--- src/core/rdc_pkg.sv ---
// Contract
// - Two select pins choose 10/12/15/20 kHz; code uses the Wishbone control register ctrl_q instead
// - Select inputs default high, giving 10 kHz
// - Synthetic reference from larger signal's zero crossing
// - Reset zeroes position, drives both flags low
// - Sample strobe after settle releases flags, data
// - Encoder outputs keep updating during settle
// - Charge pump 204.8 kHz, 50% duty
// - First integrator accumulates error into velocity
// - Compensator zero 4095/4096, pole 4085/4096
// - Second integrator accumulates velocity into position
// - Loop updated once per 4.096 MHz tick
// - Sin/cos feedback lookup has unity gain
// - Velocity scales with clock, no correction
// - Tracking-loss flag at 5 degree error
// - Serial: one bit per falling clock edge
// - Word: data 15..4, select, flags, odd parity
// - Sample fall copies integrators to holding registers
// - Read fall loads shift register, starts shifting
package rdc_pkg;
   localparam int unsigned CLK_HZ = 200000000;
   localparam int unsigned TICK_HZ = 4096000;
   localparam logic [31:0] TICK_INC = 32'((64'(TICK_HZ) << 32) / 64'(CLK_HZ));
   localparam logic [3:0] CP_HALF_TICKS = 4'hA;
   // Excitation phase steps per tick, 16-bit phase word
   localparam logic [15:0] EXC_INC_10K = 16'h00A0;
   localparam logic [15:0] EXC_INC_12K = 16'h00C0;
   localparam logic [15:0] EXC_INC_15K = 16'h00F0;
   localparam logic [15:0] EXC_INC_20K = 16'h0140;
   localparam int ACC_W = 36;
   localparam int COEF_SHIFT = 12;
   localparam logic [ACC_W+3:0] POLE_DEFICIT = 40'h00_0000_000B;
   // Error magnitude of about sin(5 deg) at full-scale inputs
   localparam logic [25:0] LOT_ERR_TH = 26'h005_91D8;
   localparam logic [11:0] DOS_MIN_AMP = 12'h100;
   // Wishbone map, byte addresses
   localparam logic [7:0] ADR_CTRL = 8'h00;
   localparam logic [7:0] ADR_STATUS = 8'h04;
   localparam logic [7:0] ADR_POS_HOLD = 8'h08;
   localparam logic [7:0] ADR_VEL_HOLD = 8'h0C;
   localparam logic [7:0] ADR_LIVE = 8'h10;
   localparam logic [1:0] CTRL_RESET = 2'h3;
   localparam int SER_W = 16;
   typedef struct packed {
      logic sclk;
      logic rd_n;
      logic sample_n;
      logic pos_vel_select;
   } link_pins_t;
   typedef struct packed {
      logic [11:0] data;
      logic sel;
      logic degraded;
      logic lost;
      logic parity;
   } serial_word_t;
endpackage : rdc_pkg

--- src/core/sync2.sv ---
`timescale 1ns/1ps
`default_nettype none
module sync2 #(
   parameter int W = 1
) (
   input wire logic clk_i,
   input wire logic rst_i,
   input wire logic ce_i,
   input wire logic [W-1:0] d_i,
   output logic [W-1:0] q_o
);
   logic [W-1:0] meta_q;
   always_ff @(posedge clk_i) begin
      if (rst_i) begin
         meta_q <= '1;
         q_o <= '1;
      end else if (ce_i) begin
         meta_q <= d_i;
         q_o <= meta_q;
      end
   end
endmodule : sync2
`default_nettype wire

--- src/core/resolver_tracking_control.sv ---
// Implementation choices: the Wishbone slave port and the address map.
`timescale 1ns/1ps
`default_nettype none
module resolver_tracking_control
   import rdc_pkg::*;
(
   // Clock, reset, enable
   input wire logic clk_i,
   input wire logic rst_i,
   input wire logic ce_i,
   // Wishbone slave
   input wire logic wb_cyc_i,
   input wire logic wb_stb_i,
   input wire logic wb_we_i,
   input wire logic [7:0] wb_adr_i,
   input wire logic [31:0] wb_dat_i,
   input wire logic [3:0] wb_sel_i,
   output logic [31:0] wb_dat_o,
   output logic wb_ack_o,
   // Digitised, filtered resolver signals
   input wire logic signed [11:0] sin_in_i,
   input wire logic signed [11:0] cos_in_i,
   // Host link pins
   input wire logic sclk_i,
   input wire logic rd_n_i,
   input wire logic sample_n_i,
   input wire logic pos_vel_select_i,
   // Serial data
   output logic serial_out_o,
   // Fault pins, low means fault
   output logic tracking_lost_flag_n_o,
   output logic degradation_pin_n_o,
   // Reference and supply helpers
   output logic excitation_out_o,
   output logic synth_ref_o,
   output logic charge_pump_out_o,
   // Encoder emulation
   output logic enc_a_o,
   output logic enc_b_o,
   output logic enc_nm_o,
   output logic enc_dir_o,
   // Live position word
   output logic [11:0] position_o
);

   // Link pins come from another domain
   link_pins_t pins_raw;
   link_pins_t pins;
   assign pins_raw = '{sclk: sclk_i, rd_n: rd_n_i, sample_n: sample_n_i,
                       pos_vel_select: pos_vel_select_i};

   sync2 #(
      .W(4)
   ) u_pin_sync (
      .clk_i(clk_i),
      .rst_i(rst_i),
      .ce_i(ce_i),
      .d_i(pins_raw),
      .q_o(pins)
   );

   // Internal 4.096 MHz tick by phase accumulation
   logic [31:0] tick_acc_q;
   logic [32:0] tick_sum;
   logic tick;
   assign tick_sum = {1'b0, tick_acc_q} + {1'b0, TICK_INC};
   assign tick = tick_sum[32] & ce_i;

   always_ff @(posedge clk_i) begin
      if (rst_i) begin
         tick_acc_q <= '0;
      end else if (ce_i) begin
         tick_acc_q <= tick_sum[31:0];
      end
   end

   // Wishbone slave
   logic [1:0] ctrl_q;
   logic wb_req;
   logic wb_wr_ctrl;
   assign wb_req = wb_cyc_i & wb_stb_i & ~wb_ack_o;
   assign wb_wr_ctrl = wb_req & wb_we_i & wb_sel_i[0] & (wb_adr_i == ADR_CTRL);

   // Charge pump: divide tick by twenty
   logic [3:0] cp_cnt_q;
   logic cp_wrap;
   assign cp_wrap = (cp_cnt_q == CP_HALF_TICKS - 4'h1);

   always_ff @(posedge clk_i) begin
      if (rst_i) begin
         cp_cnt_q <= '0;
         charge_pump_out_o <= 1'b0;
      end else if (tick) begin
         cp_cnt_q <= cp_wrap ? 4'h0 : cp_cnt_q + 4'h1;
         if (cp_wrap) begin
            charge_pump_out_o <= ~charge_pump_out_o;
         end
      end
   end

   // Excitation phase
   logic [15:0] exc_phase_q;
   logic [15:0] exc_inc;
   assign exc_inc = (ctrl_q == 2'b11) ? EXC_INC_10K :
                    (ctrl_q == 2'b10) ? EXC_INC_12K :
                    (ctrl_q == 2'b01) ? EXC_INC_15K : EXC_INC_20K;

   always_ff @(posedge clk_i) begin
      if (rst_i) begin
         exc_phase_q <= '0;
      end else if (tick) begin
         exc_phase_q <= exc_phase_q + exc_inc;
      end
   end

   // Synthetic reference
   logic signed [12:0] sin_x;
   logic signed [12:0] cos_x;
   logic [11:0] sin_mag;
   logic [11:0] cos_mag;
   logic use_sin;
   logic sel_neg;
   logic sel_neg_q;
   logic zero_cross;
   logic [15:0] ref_off_q;
   logic [15:0] synth_phase;
   logic synth_ref;
   assign sin_x = 13'(sin_in_i);
   assign cos_x = 13'(cos_in_i);
   assign sin_mag = sin_x[12] ? 12'(-sin_x) : 12'(sin_x);
   assign cos_mag = cos_x[12] ? 12'(-cos_x) : 12'(cos_x);
   // track the larger signal for phase accuracy
   assign use_sin = (sin_mag >= cos_mag);
   assign sel_neg = use_sin ? sin_x[12] : cos_x[12];
   assign zero_cross = sel_neg_q & ~sel_neg;
   assign synth_phase = exc_phase_q - ref_off_q;
   assign synth_ref = ~synth_phase[15];

   always_ff @(posedge clk_i) begin
      if (rst_i) begin
         sel_neg_q <= 1'b0;
         ref_off_q <= '0;
      end else if (tick) begin
         sel_neg_q <= sel_neg;
         if (zero_cross) begin
            ref_off_q <= exc_phase_q;
         end
      end
   end

   // Demodulate with the synthetic reference
   logic signed [12:0] sin_dm;
   logic signed [12:0] cos_dm;
   assign sin_dm = synth_ref ? sin_x : -sin_x;
   assign cos_dm = synth_ref ? cos_x : -cos_x;

   // Parabolic sine, peak 2047 for unity gain
   function automatic logic signed [12:0] para_sin(input logic [11:0] p);
      logic [10:0] x;
      logic [21:0] m;
      logic [11:0] mag;
      x = p[10:0];
      m = 22'(x) * (22'h00_0800 - 22'(x));
      mag = (m[20:9] == 12'h800) ? 12'h7FF : m[20:9];
      para_sin = p[11] ? -13'(mag) : 13'(mag);
   endfunction : para_sin

   // Tracking loop state
   logic signed [ACC_W-1:0] vel_q;
   logic signed [ACC_W-1:0] comp_q;
   logic signed [ACC_W-1:0] pos_q;
   logic [11:0] angle;
   logic signed [12:0] sin_fb;
   logic signed [12:0] cos_fb;
   logic signed [25:0] err;
   logic signed [ACC_W-1:0] vel_d;
   logic signed [ACC_W+3:0] comp_x11;
   logic signed [ACC_W-1:0] comp_d;
   logic signed [ACC_W-1:0] pos_d;
   assign angle = pos_q[ACC_W-1 -: 12];
   assign sin_fb = para_sin(angle);
   assign cos_fb = para_sin(angle + 12'h400);
   assign err = 26'(sin_dm * cos_fb) - 26'(cos_dm * sin_fb);
   assign vel_d = vel_q + ACC_W'(err);
   // zero a = 1 - 1/4096, pole b = 1 - 11/4096
   assign comp_x11 = (ACC_W+4)'(comp_q) * $signed(POLE_DEFICIT);
   assign comp_d = vel_d - vel_q + (vel_q >>> COEF_SHIFT) + comp_q
                   - ACC_W'(comp_x11 >>> COEF_SHIFT);
   assign pos_d = pos_q + comp_d;

   always_ff @(posedge clk_i) begin
      if (rst_i) begin
         vel_q <= '0;
         comp_q <= '0;
         pos_q <= '0;
      end else if (tick) begin
         // one update per tick, no rescaling
         vel_q <= vel_d;
         comp_q <= comp_d;
         pos_q <= pos_d;
      end
   end

   // Fault detection
   logic [25:0] err_mag;
   logic lot_raw;
   logic dos_raw;
   logic flags_forced_q;
   logic signal_lost_state;
   assign err_mag = err[25] ? 26'(-err) : 26'(err);
   assign lot_raw = (err_mag >= LOT_ERR_TH);
   assign dos_raw = (sin_mag < DOS_MIN_AMP) & (cos_mag < DOS_MIN_AMP);
   assign signal_lost_state = flags_forced_q;

   // Link edges
   logic sample_n_q;
   logic rd_n_q;
   logic sclk_q;
   logic sample_fall;
   logic rd_fall;
   logic sclk_rise;
   assign sample_fall = sample_n_q & ~pins.sample_n;
   assign rd_fall = rd_n_q & ~pins.rd_n;
   assign sclk_rise = ~sclk_q & pins.sclk;

   always_ff @(posedge clk_i) begin
      if (rst_i) begin
         sample_n_q <= 1'b1;
         rd_n_q <= 1'b1;
         sclk_q <= 1'b1;
      end else if (ce_i) begin
         sample_n_q <= pins.sample_n;
         rd_n_q <= pins.rd_n;
         sclk_q <= pins.sclk;
      end
   end

   // Holding registers and flag release
   logic [11:0] pos_hold_q;
   logic [11:0] vel_hold_q;
   always_ff @(posedge clk_i) begin
      if (rst_i) begin
         pos_hold_q <= '0;
         vel_hold_q <= '0;
         flags_forced_q <= 1'b1;
      end else if (ce_i && sample_fall) begin
         pos_hold_q <= pos_q[ACC_W-1 -: 12];
         vel_hold_q <= vel_q[ACC_W-1 -: 12];
         flags_forced_q <= 1'b0;
      end
   end

   always_ff @(posedge clk_i) begin
      if (rst_i) begin
         tracking_lost_flag_n_o <= 1'b0;
         degradation_pin_n_o <= 1'b0;
      end else if (ce_i) begin
         tracking_lost_flag_n_o <= ~signal_lost_state & ~lot_raw;
         degradation_pin_n_o <= ~signal_lost_state & ~dos_raw;
      end
   end

   // Serial word
   serial_word_t word;
   logic [SER_W-1:0] shift_q;
   assign word.data = pins.pos_vel_select ? pos_hold_q : vel_hold_q;
   assign word.sel = pins.pos_vel_select;
   assign word.degraded = degradation_pin_n_o;
   assign word.lost = tracking_lost_flag_n_o;
   assign word.parity = ~^{word.data, word.sel, word.degraded, word.lost};

   always_ff @(posedge clk_i) begin
      if (rst_i) begin
         shift_q <= '0;
      end else if (ce_i) begin
         if (rd_fall) begin
            shift_q <= word;
         end else if (!pins.rd_n && sclk_rise) begin
            // shift on rise, seen on next fall
            shift_q <= {shift_q[SER_W-2:0], 1'b0};
         end
      end
   end

   always_ff @(posedge clk_i) begin
      if (rst_i) begin
         serial_out_o <= 1'b0;
      end else if (ce_i) begin
         serial_out_o <= shift_q[SER_W-1];
      end
   end

   // Encoder emulation and reference pins
   logic [11:0] live_pos;
   assign live_pos = pos_q[ACC_W-1 -: 12];

   always_ff @(posedge clk_i) begin
      if (rst_i) begin
         enc_a_o <= 1'b0;
         enc_b_o <= 1'b0;
         enc_nm_o <= 1'b0;
         enc_dir_o <= 1'b1;
         position_o <= '0;
         excitation_out_o <= 1'b0;
         synth_ref_o <= 1'b0;
      end else if (ce_i) begin
         enc_a_o <= live_pos[1];
         enc_b_o <= live_pos[1] ^ live_pos[0];
         enc_nm_o <= (live_pos[11:2] == 10'h000);
         enc_dir_o <= ~vel_q[ACC_W-1];
         position_o <= live_pos;
         excitation_out_o <= ~exc_phase_q[15];
         synth_ref_o <= synth_ref;
      end
   end

   // Register file
   logic [31:0] rd_data;
   assign rd_data =
      (wb_adr_i == ADR_CTRL) ? {30'h0, ctrl_q} :
      (wb_adr_i == ADR_STATUS) ? {29'h0, signal_lost_state,
                                  degradation_pin_n_o, tracking_lost_flag_n_o} :
      (wb_adr_i == ADR_POS_HOLD) ? {20'h0, pos_hold_q} :
      (wb_adr_i == ADR_VEL_HOLD) ? {20'h0, vel_hold_q} :
      (wb_adr_i == ADR_LIVE) ? {20'h0, live_pos} : 32'h0;

   always_ff @(posedge clk_i) begin
      if (rst_i) begin
         ctrl_q <= CTRL_RESET;
         wb_ack_o <= 1'b0;
         wb_dat_o <= '0;
      end else if (ce_i) begin
         wb_ack_o <= wb_req;
         if (wb_req) begin
            wb_dat_o <= rd_data;
         end
         if (wb_wr_ctrl) begin
            ctrl_q <= wb_dat_i[1:0];
         end
      end
   end

endmodule : resolver_tracking_control
`default_nettype wire

--- config.mk ---
export PLATFORM = sky130hd
export DESIGN_NAME = resolver_tracking_control
export DESIGN_NICKNAME = d
export VERILOG_FILES = /design/src/core/rdc_pkg.sv /design/src/core/sync2.sv /design/src/core/resolver_tracking_control.sv
export SDC_FILE = /design/constraint.sdc
export NUM_CORES = 2
export LEC_CHECK = 0
export BUFFER_PORTS_ARGS = -buffer_cell sky130_fd_sc_hd__buf_4
export CAP_MARGIN = 20
export CORE_MARGIN = 1
export CORE_UTILIZATION = 65
export CTS_CLUSTER_SIZE = 12
export DETAILED_ROUTE_END_ITERATION = 6
export GPL_TIMING_DRIVEN = 0
export PLACE_DENSITY = 0.92
export SLEW_MARGIN = 0
export SYNTH_ARGS = -nofsm -noshare
export SYNTH_HDL_FRONTEND = slang
export SYNTH_HIERARCHICAL = 1
export SYNTH_SLANG_ARGS = --single-unit
export TNS_END_PERCENT = 1
--- constraint.sdc ---
create_clock -name clk_i -period 47.2 [get_ports clk_i]
set_clock_uncertainty 0.05 [all_clocks]
set_input_delay 4.72 -clock clk_i [delete_from_list [all_inputs] [get_ports clk_i]]
set_output_delay 4.72 -clock clk_i [all_outputs]
set_load 0.02 [all_outputs]
# Word level (Yosys, flattened, before mapping)
# Cells that the tools add are included.
[word_totals] output_inout_bits=55 word_cells=129 register_bits=286 inputBits=78
[op_classes] mul=5 n_mux=22 bitwise_logic=26 add_sub_neg=19 reduce_logical=12 n_eq_ne=10 n_lt_le_gt_ge=4
[op_table] operator="$mux W12" n=10
[op_table] operator="$add A36 B36 Y36" n=2
[op_table] operator="$mul A13 B13 Y26" n=2
[op_table] operator="$mux W13" n=4
[op_table] operator="$neg A12 Y13" n=4
[op_table] operator="$mul A12 B13 Y21" n=2
[op_table] operator="$mul A36 B5 Y40 const B" n=1
[op_table] operator="$add A36 B24 Y36" n=1
[op_table] operator="$add A36 B26 Y36" n=1
[op_table] operator="$sub A36 B28 Y36" n=1
[op_table] operator="$sub A36 B36 Y36" n=1
[op_table] operator="$add A32 B27 Y33 const B" n=1
[op_table] operator="$mux W16" n=2
[op_table] operator="$mux W9" n=3
[op_table] operator="$ge A26 B19 Y1 const B" n=1
[op_table] operator="$mux W26" n=1
[op_table] operator="$neg A26 Y26" n=1
[op_table] operator="$sub A12 B11 Y13 const A" n=2
[op_table] operator="$sub A26 B26 Y26" n=1
[op_table] operator="$eq A12 B12 Y1 const B" n=2
[op_table] operator="$lt A12 B9 Y1 const B" n=2
[op_table] operator="$add A16 B9 Y16" n=1
[op_table] operator="$eq A8 B4 Y1 const B" n=2
[op_table] operator="$sub A16 B16 Y16" n=1
[op_table] operator="other kinds (20)" n=49

# Depth between registers and ports, before layout
[logic_depth] word_depth=15 mapped_depth=88 mapped_depth_nobuf=84

# Cells and area by module
# Netlist, hierarchy kept.
[modules_own_cells] mod="resolver_tracking_control" seq_area_each_um2=4964.8 instances=1 cells_each=5110 area_per_inst_um2=43317.8
[modules_own_cells] mod="sync2" seq_area_each_um2=160.2 instances=1 cells_each=26 area_per_inst_um2=302.8

# Worst setup path before layout
# No wires, ideal clock.
[synth_path] path_kind="flip-flop to flip-flop" startpoint="register pos_q[29]" endpoint="register pos_q[35]" path_buffers=5 synth_period_minus_slack_ps=18954 required_time_ps=47029 arrival_time_ps=18784 slack_ps=28246 path_stages_with_launch=79 setup_ps=121 path_cell_list="dfxtp_1 clkbuf_1 clkbuf_1 nor3_1 ha_1 clkbuf_1 nand2b_1 fa_1 inv_1 fa_1 inv_1 fa_1 fa_1 inv_1 fa_1 ha_1 clkbuf_1 a21o_1 [... 43 more ...] fa_1 ha_1 and3_1 a32o_1 a41o_1 o41ai_1 xnor2_1 ha_1 a21o_1 a21oi_1 o21ai_0 a41oi_1 o31ai_1 o31ai_1 o2bb2ai_1 nand2_1 mux2i_1 mux2_2"
[synth_via] elab_chain_len=15 elab_cells_between_ends=22 classes_between="12 x add/sub; 4 x mul; 2 x eq/ne; 4 x mux"
[synth_rtl] item="start, declared" line_no="resolver_tracking_control.sv:171" text="logic signed [ACC_W-1:0] pos_q;"
[synth_rtl] item="start signal, assigned" line_no="resolver_tracking_control.sv:200" text="pos_q <= pos_d;"
[synth_rtl] item="$add A12 B11 Y12" line_no="resolver_tracking_control.sv:182" text="assign cos_fb = para_sin(angle + 12'h400);"
[synth_rtl] item="$sub A12 B11 Y13" line_no="resolver_tracking_control.sv:163" text="m = 22'(x) * (22'h00_0800 - 22'(x));"
[synth_rtl] item="$mul A12 B13 Y21" line_no="resolver_tracking_control.sv:163"
[synth_rtl] item="$eq A12 B12 Y1" line_no="resolver_tracking_control.sv:164" text="mag = (m[20:9] == 12'h800) ? 12'h7FF : m[20:9];"
[synth_rtl] item="$mux W12" line_no="resolver_tracking_control.sv:164"
[synth_rtl] item="$neg A12 Y13" line_no="resolver_tracking_control.sv:165" text="para_sin = p[11] ? -13'(mag) : 13'(mag);"
[synth_rtl] item="$mux W13" line_no="resolver_tracking_control.sv:165"
[synth_rtl] item="$mul A13 B13 Y26" line_no="resolver_tracking_control.sv:183" text="assign err = 26'(sin_dm * cos_fb) - 26'(cos_dm * sin_fb);"
[synth_rtl] item="$sub A26 B26 Y26 (*)" line_no="resolver_tracking_control.sv:183"
[synth_rtl] item="$add A36 B26 Y36 (*)" line_no="resolver_tracking_control.sv:184" text="assign vel_d = vel_q + ACC_W'(err);"
[synth_rtl] item="net vel_d[21]" line_no="resolver_tracking_control.sv:176" text="logic signed [ACC_W-1:0] vel_d;"
[synth_rtl] item="$sub A36 B36 Y36 (*)" line_no="resolver_tracking_control.sv:187" text="assign comp_d = vel_d - vel_q + (vel_q >>> COEF_SHIFT) + comp_q"
[synth_rtl] item="$add A36 B24 Y36 (*)" line_no="resolver_tracking_control.sv:187"
[synth_rtl] item="$add A36 B36 Y36 (*)" line_no="resolver_tracking_control.sv:187"
[synth_rtl] item="$sub A36 B28 Y36 (*)" line_no="resolver_tracking_control.sv:188" text="- ACC_W'(comp_x11 >>> COEF_SHIFT);"
[synth_rtl] item="net comp_d[24]" line_no="resolver_tracking_control.sv:178" text="logic signed [ACC_W-1:0] comp_d;"
[synth_rtl] item="$add A36 B36 Y36 (*)" line_no="resolver_tracking_control.sv:189" text="assign pos_d = pos_q + comp_d;"
# The timed path passes the listed nets; every way through them passes the cells marked *.
# A chain may end at the register's enable or synchronous reset.

# Worst setup path in the final report
# Ends and elaborated chain as after synthesis.

==> impl_metrics.csv <==
group,metric,value,unit
yosys,seq_area_frac_synth,11.75,%
global_routing,gr-max-usage-layer,"met2",
floorplanning,rows,94,
global_routing,use_met1,47.65,%
global_routing,grt_first_pass_wirelength,200600,µm
worst_setup_path,critPathLaunchType,"flop",
yosys,yosys.area.top_type_share,29.74,%
yosys,ys_types,102,
layout,final_util,70.15,%
floorplanning,start_util,65.99,%
detailed_routing,num_vias,37080,
layout,design_area,46370,µm²
detailed_routing,vias_per_cell,6.015,
worst_setup_path,cp-end-kind,"flop",
clock_tree,cts.path.max_buffers,3,
detailed_routing,remaining_drc_errors,11,
yosys,yosys_warnings,6,
yosys,synth_edf_count,0,
worst_setup_path,worstSetupPathType,"reg -> reg",
placement,dp_cells,6110,
sta,fin_crit,23.94,ns
yosys,syn_inst,5136,
worst_setup_path,crit_required,47.61,ns
clock_tree,cts_max_level,1,
layout,mostFrequentLayoutCells,"inv_1 (936), fa_1 (648), nand2_1 (548)",
clock_tree,clkLatencyLatePin,0.58,ns
placement,place.gp.congestion,1.044,
placement,dp_hpwl,105200,µm
run_status,violations,"design-rule violations",
run_status,status,"complete, but fails checks",
sta,relSlewSlack,22.77,%
sta,fin_tns_setup,0,ns
clock_tree,post_cts_buffers,0,
layout,drive_above_1_share,4.662,%
worst_setup_path,arrival,24.35,ns
detailed_routing,drt_iter0_markers,3592,
detailed_routing,firstDrtPassIters,7,
detailed_routing,wire_per_inst,20.51,µm
floorplanning,fp.coreArea,66100,µm²
yosys,ys_ff_latch,256,
yosys,yosysTopAreaCell,"fa_1",
clock_tree,clock_sinks,256,
job,cap_violations,0,
yosys,synth_ff_type,"dfxtp_1",
worst_setup_path,crit_top_cell,"fa_1",
layout,syn_to_final_growth,6.302,%
global_routing,met2_usage,60.60,%
global_routing,track_usage,37.95,%
clock_tree,ctsHoldBuffers,0,
sta,fin_crit_sh,50.71,%
layout,finalNetCount,6440,
yosys,synth_area_leaders,"fa_1 (30%), ha_1 (12%), dfxtp_1 (12%), inv_1 (8.1%), nand2_1 (4.7%)",
sta,rsz0062_at_grt,"no",
clock_tree,clkSlewWorstSetupHoldPaths,0.06,ns
placement,io_buffers,73,
sta,fmax,41.78,MHz
floorplanning,die_x,261.1,µm
placement,placed_area,45400,µm²
floorplanning,dieArea,68150,µm²
layout,finalNonFillerCells,6164,
clock_tree,cts_root_buf,"clkbuf_16",
worst_hold_path,holdCritPathClass,"reg -> reg",
worst_setup_path,critPathSlowestCell,"o221ai_1",
worst_setup_path,crit_fanout,10,
sta,hold_viol,0,
sta,slew_viol_final,0,
detailed_routing,drtAntennaViolNets,0,
layout,layout_commonest_cell,"inv_1",
clock_tree,numCtsBuffers,29,
yosys,mappedNetlistArea,43620,µm²
sta,setup_viol,0,
global_routing,grt_util_met3,8.246,%
clock_tree,cts_tree,"built",
floorplanning,die_h,261.1,µm
global_routing,grt_max_degree,20,
global_routing,grt_pass1_vias,37580,
sta,worstMarginPinSlew,1.158,ns
global_routing,grt_overflow,0,
yosys,postSynthAreaPerCell,8.493,µm²
clock_tree,cts_resized,0,
floorplanning,boundaryPins,133,
global_routing,antenna_found_initial,2,
detailed_routing,wl,126400,µm
worst_setup_path,cpPeakStageDelay,0.86,ns
yosys,async_flop_share,0,%
==> critical path: cells and delay by family, from the launching register on <==
kind / cells / cell delay [ns]
and+or+nand+nor: 15 / 3.20
muxes: 2 / 0.60
AOI/OAI and AO/OA: 26 / 7.66
DFF: 1 / 0.45
buffers and inverters: 11 / 2.28
adders and majority gates: 20 / 8.89
xor gates and xnor gates: 2 / 0.68
==> Yosys cell counts, types with 11 or more instances <==
master,count
o21a_1,36
buf_4,24
nand4_1,22
nor3_1,88
or2_2,13
a21o_1,86
xnor2_1,190
a211o_1,15
inv_1,936
mux2i_1,62
buf_2,13
a21oi_1,291
dfxtp_1,256
nor2b_1,68
nand2_1,548
a31oi_1,25
nand2b_1,109
o31ai_1,16
o21bai_1,22
nand3_1,49
or3_1,36
o21ai_0,104
o211ai_1,25
clkbuf_1,129
nor2_1,394
and3_1,25
xor2_1,113
ha_1,435
mux2_2,16
fa_1,648
or4_1,11
a211oi_1,36
a221oi_1,15
and2_1,64
==> per-layer routing <==
metal	routed length, µm	vias up
met5	42	-
met1	48010	18040
li1	-	16670
met2	56940	1905
met4	8567	4
met3	12850	456
==> path summary, 6_finish.rpt <==
| check | endpoint | start | cells after the start | slack [ns] |
|---|---|---|---|---|
| max | pos_q[35] | pos_q[29] | 76 | 23.26 |
| min | shift_q[8] | shift_q[8] | 2 | 0.41 |
| max reg2reg | pos_q[35] | pos_q[29] | 76 | 23.26 |
| min reg2reg | shift_q[8] | shift_q[8] | 2 | 0.41 |
==> cell families after synthesis <==
kind of cell	after synthesis	share of synthesized area (%)
mux	79	1.870
buf+inv	1120	9.953
simple gates	1482	15.76
other cells	2	0.01722
fa+ha+maj	1083	42.22
compound gates	810	12.29
xor+xnor	304	6.135
flops	256	11.75
==> per-stage QoR <==
| stage | setup slack [ns] | hold WS (ns) |
|---|---|---|
| global route | 22.29 | 0.4208 |
| global placement | 24.17 | 0.3880 |
| detailed placement | 23.96 | 0.3923 |
| finish | 23.26 | 0.4053 |
| floorplan | 28.25 | 0.3809 |
| CTS | 23.85 | 0.4024 |
==> registers in the layout, summed over array words and instances, names as in the netlist, 16 cells and up <==
name	flops
vel_q	36
shift_q	16
pos_q	36
comp_q	36
tick_acc_q	31
==> area by class of cell <==
class / count / area (µm²)
multi-input cells: 3796 / 34300
fillers: 4955 / 19730
flip-flops and latches: 256 / 5125
inverters: 939 / 3525
well taps: 864 / 1081
plain buffers: 181 / 817.0
clock buffers: 39 / 803.3
repair buffers: 76 / 568.0
clock inverters: 11 / 143.9
diodes: 2 / 5.005
Power is left out: the tool's default activity adds up to more than one toggle a clock period on the data nets, which glitch-free logic cannot reach.
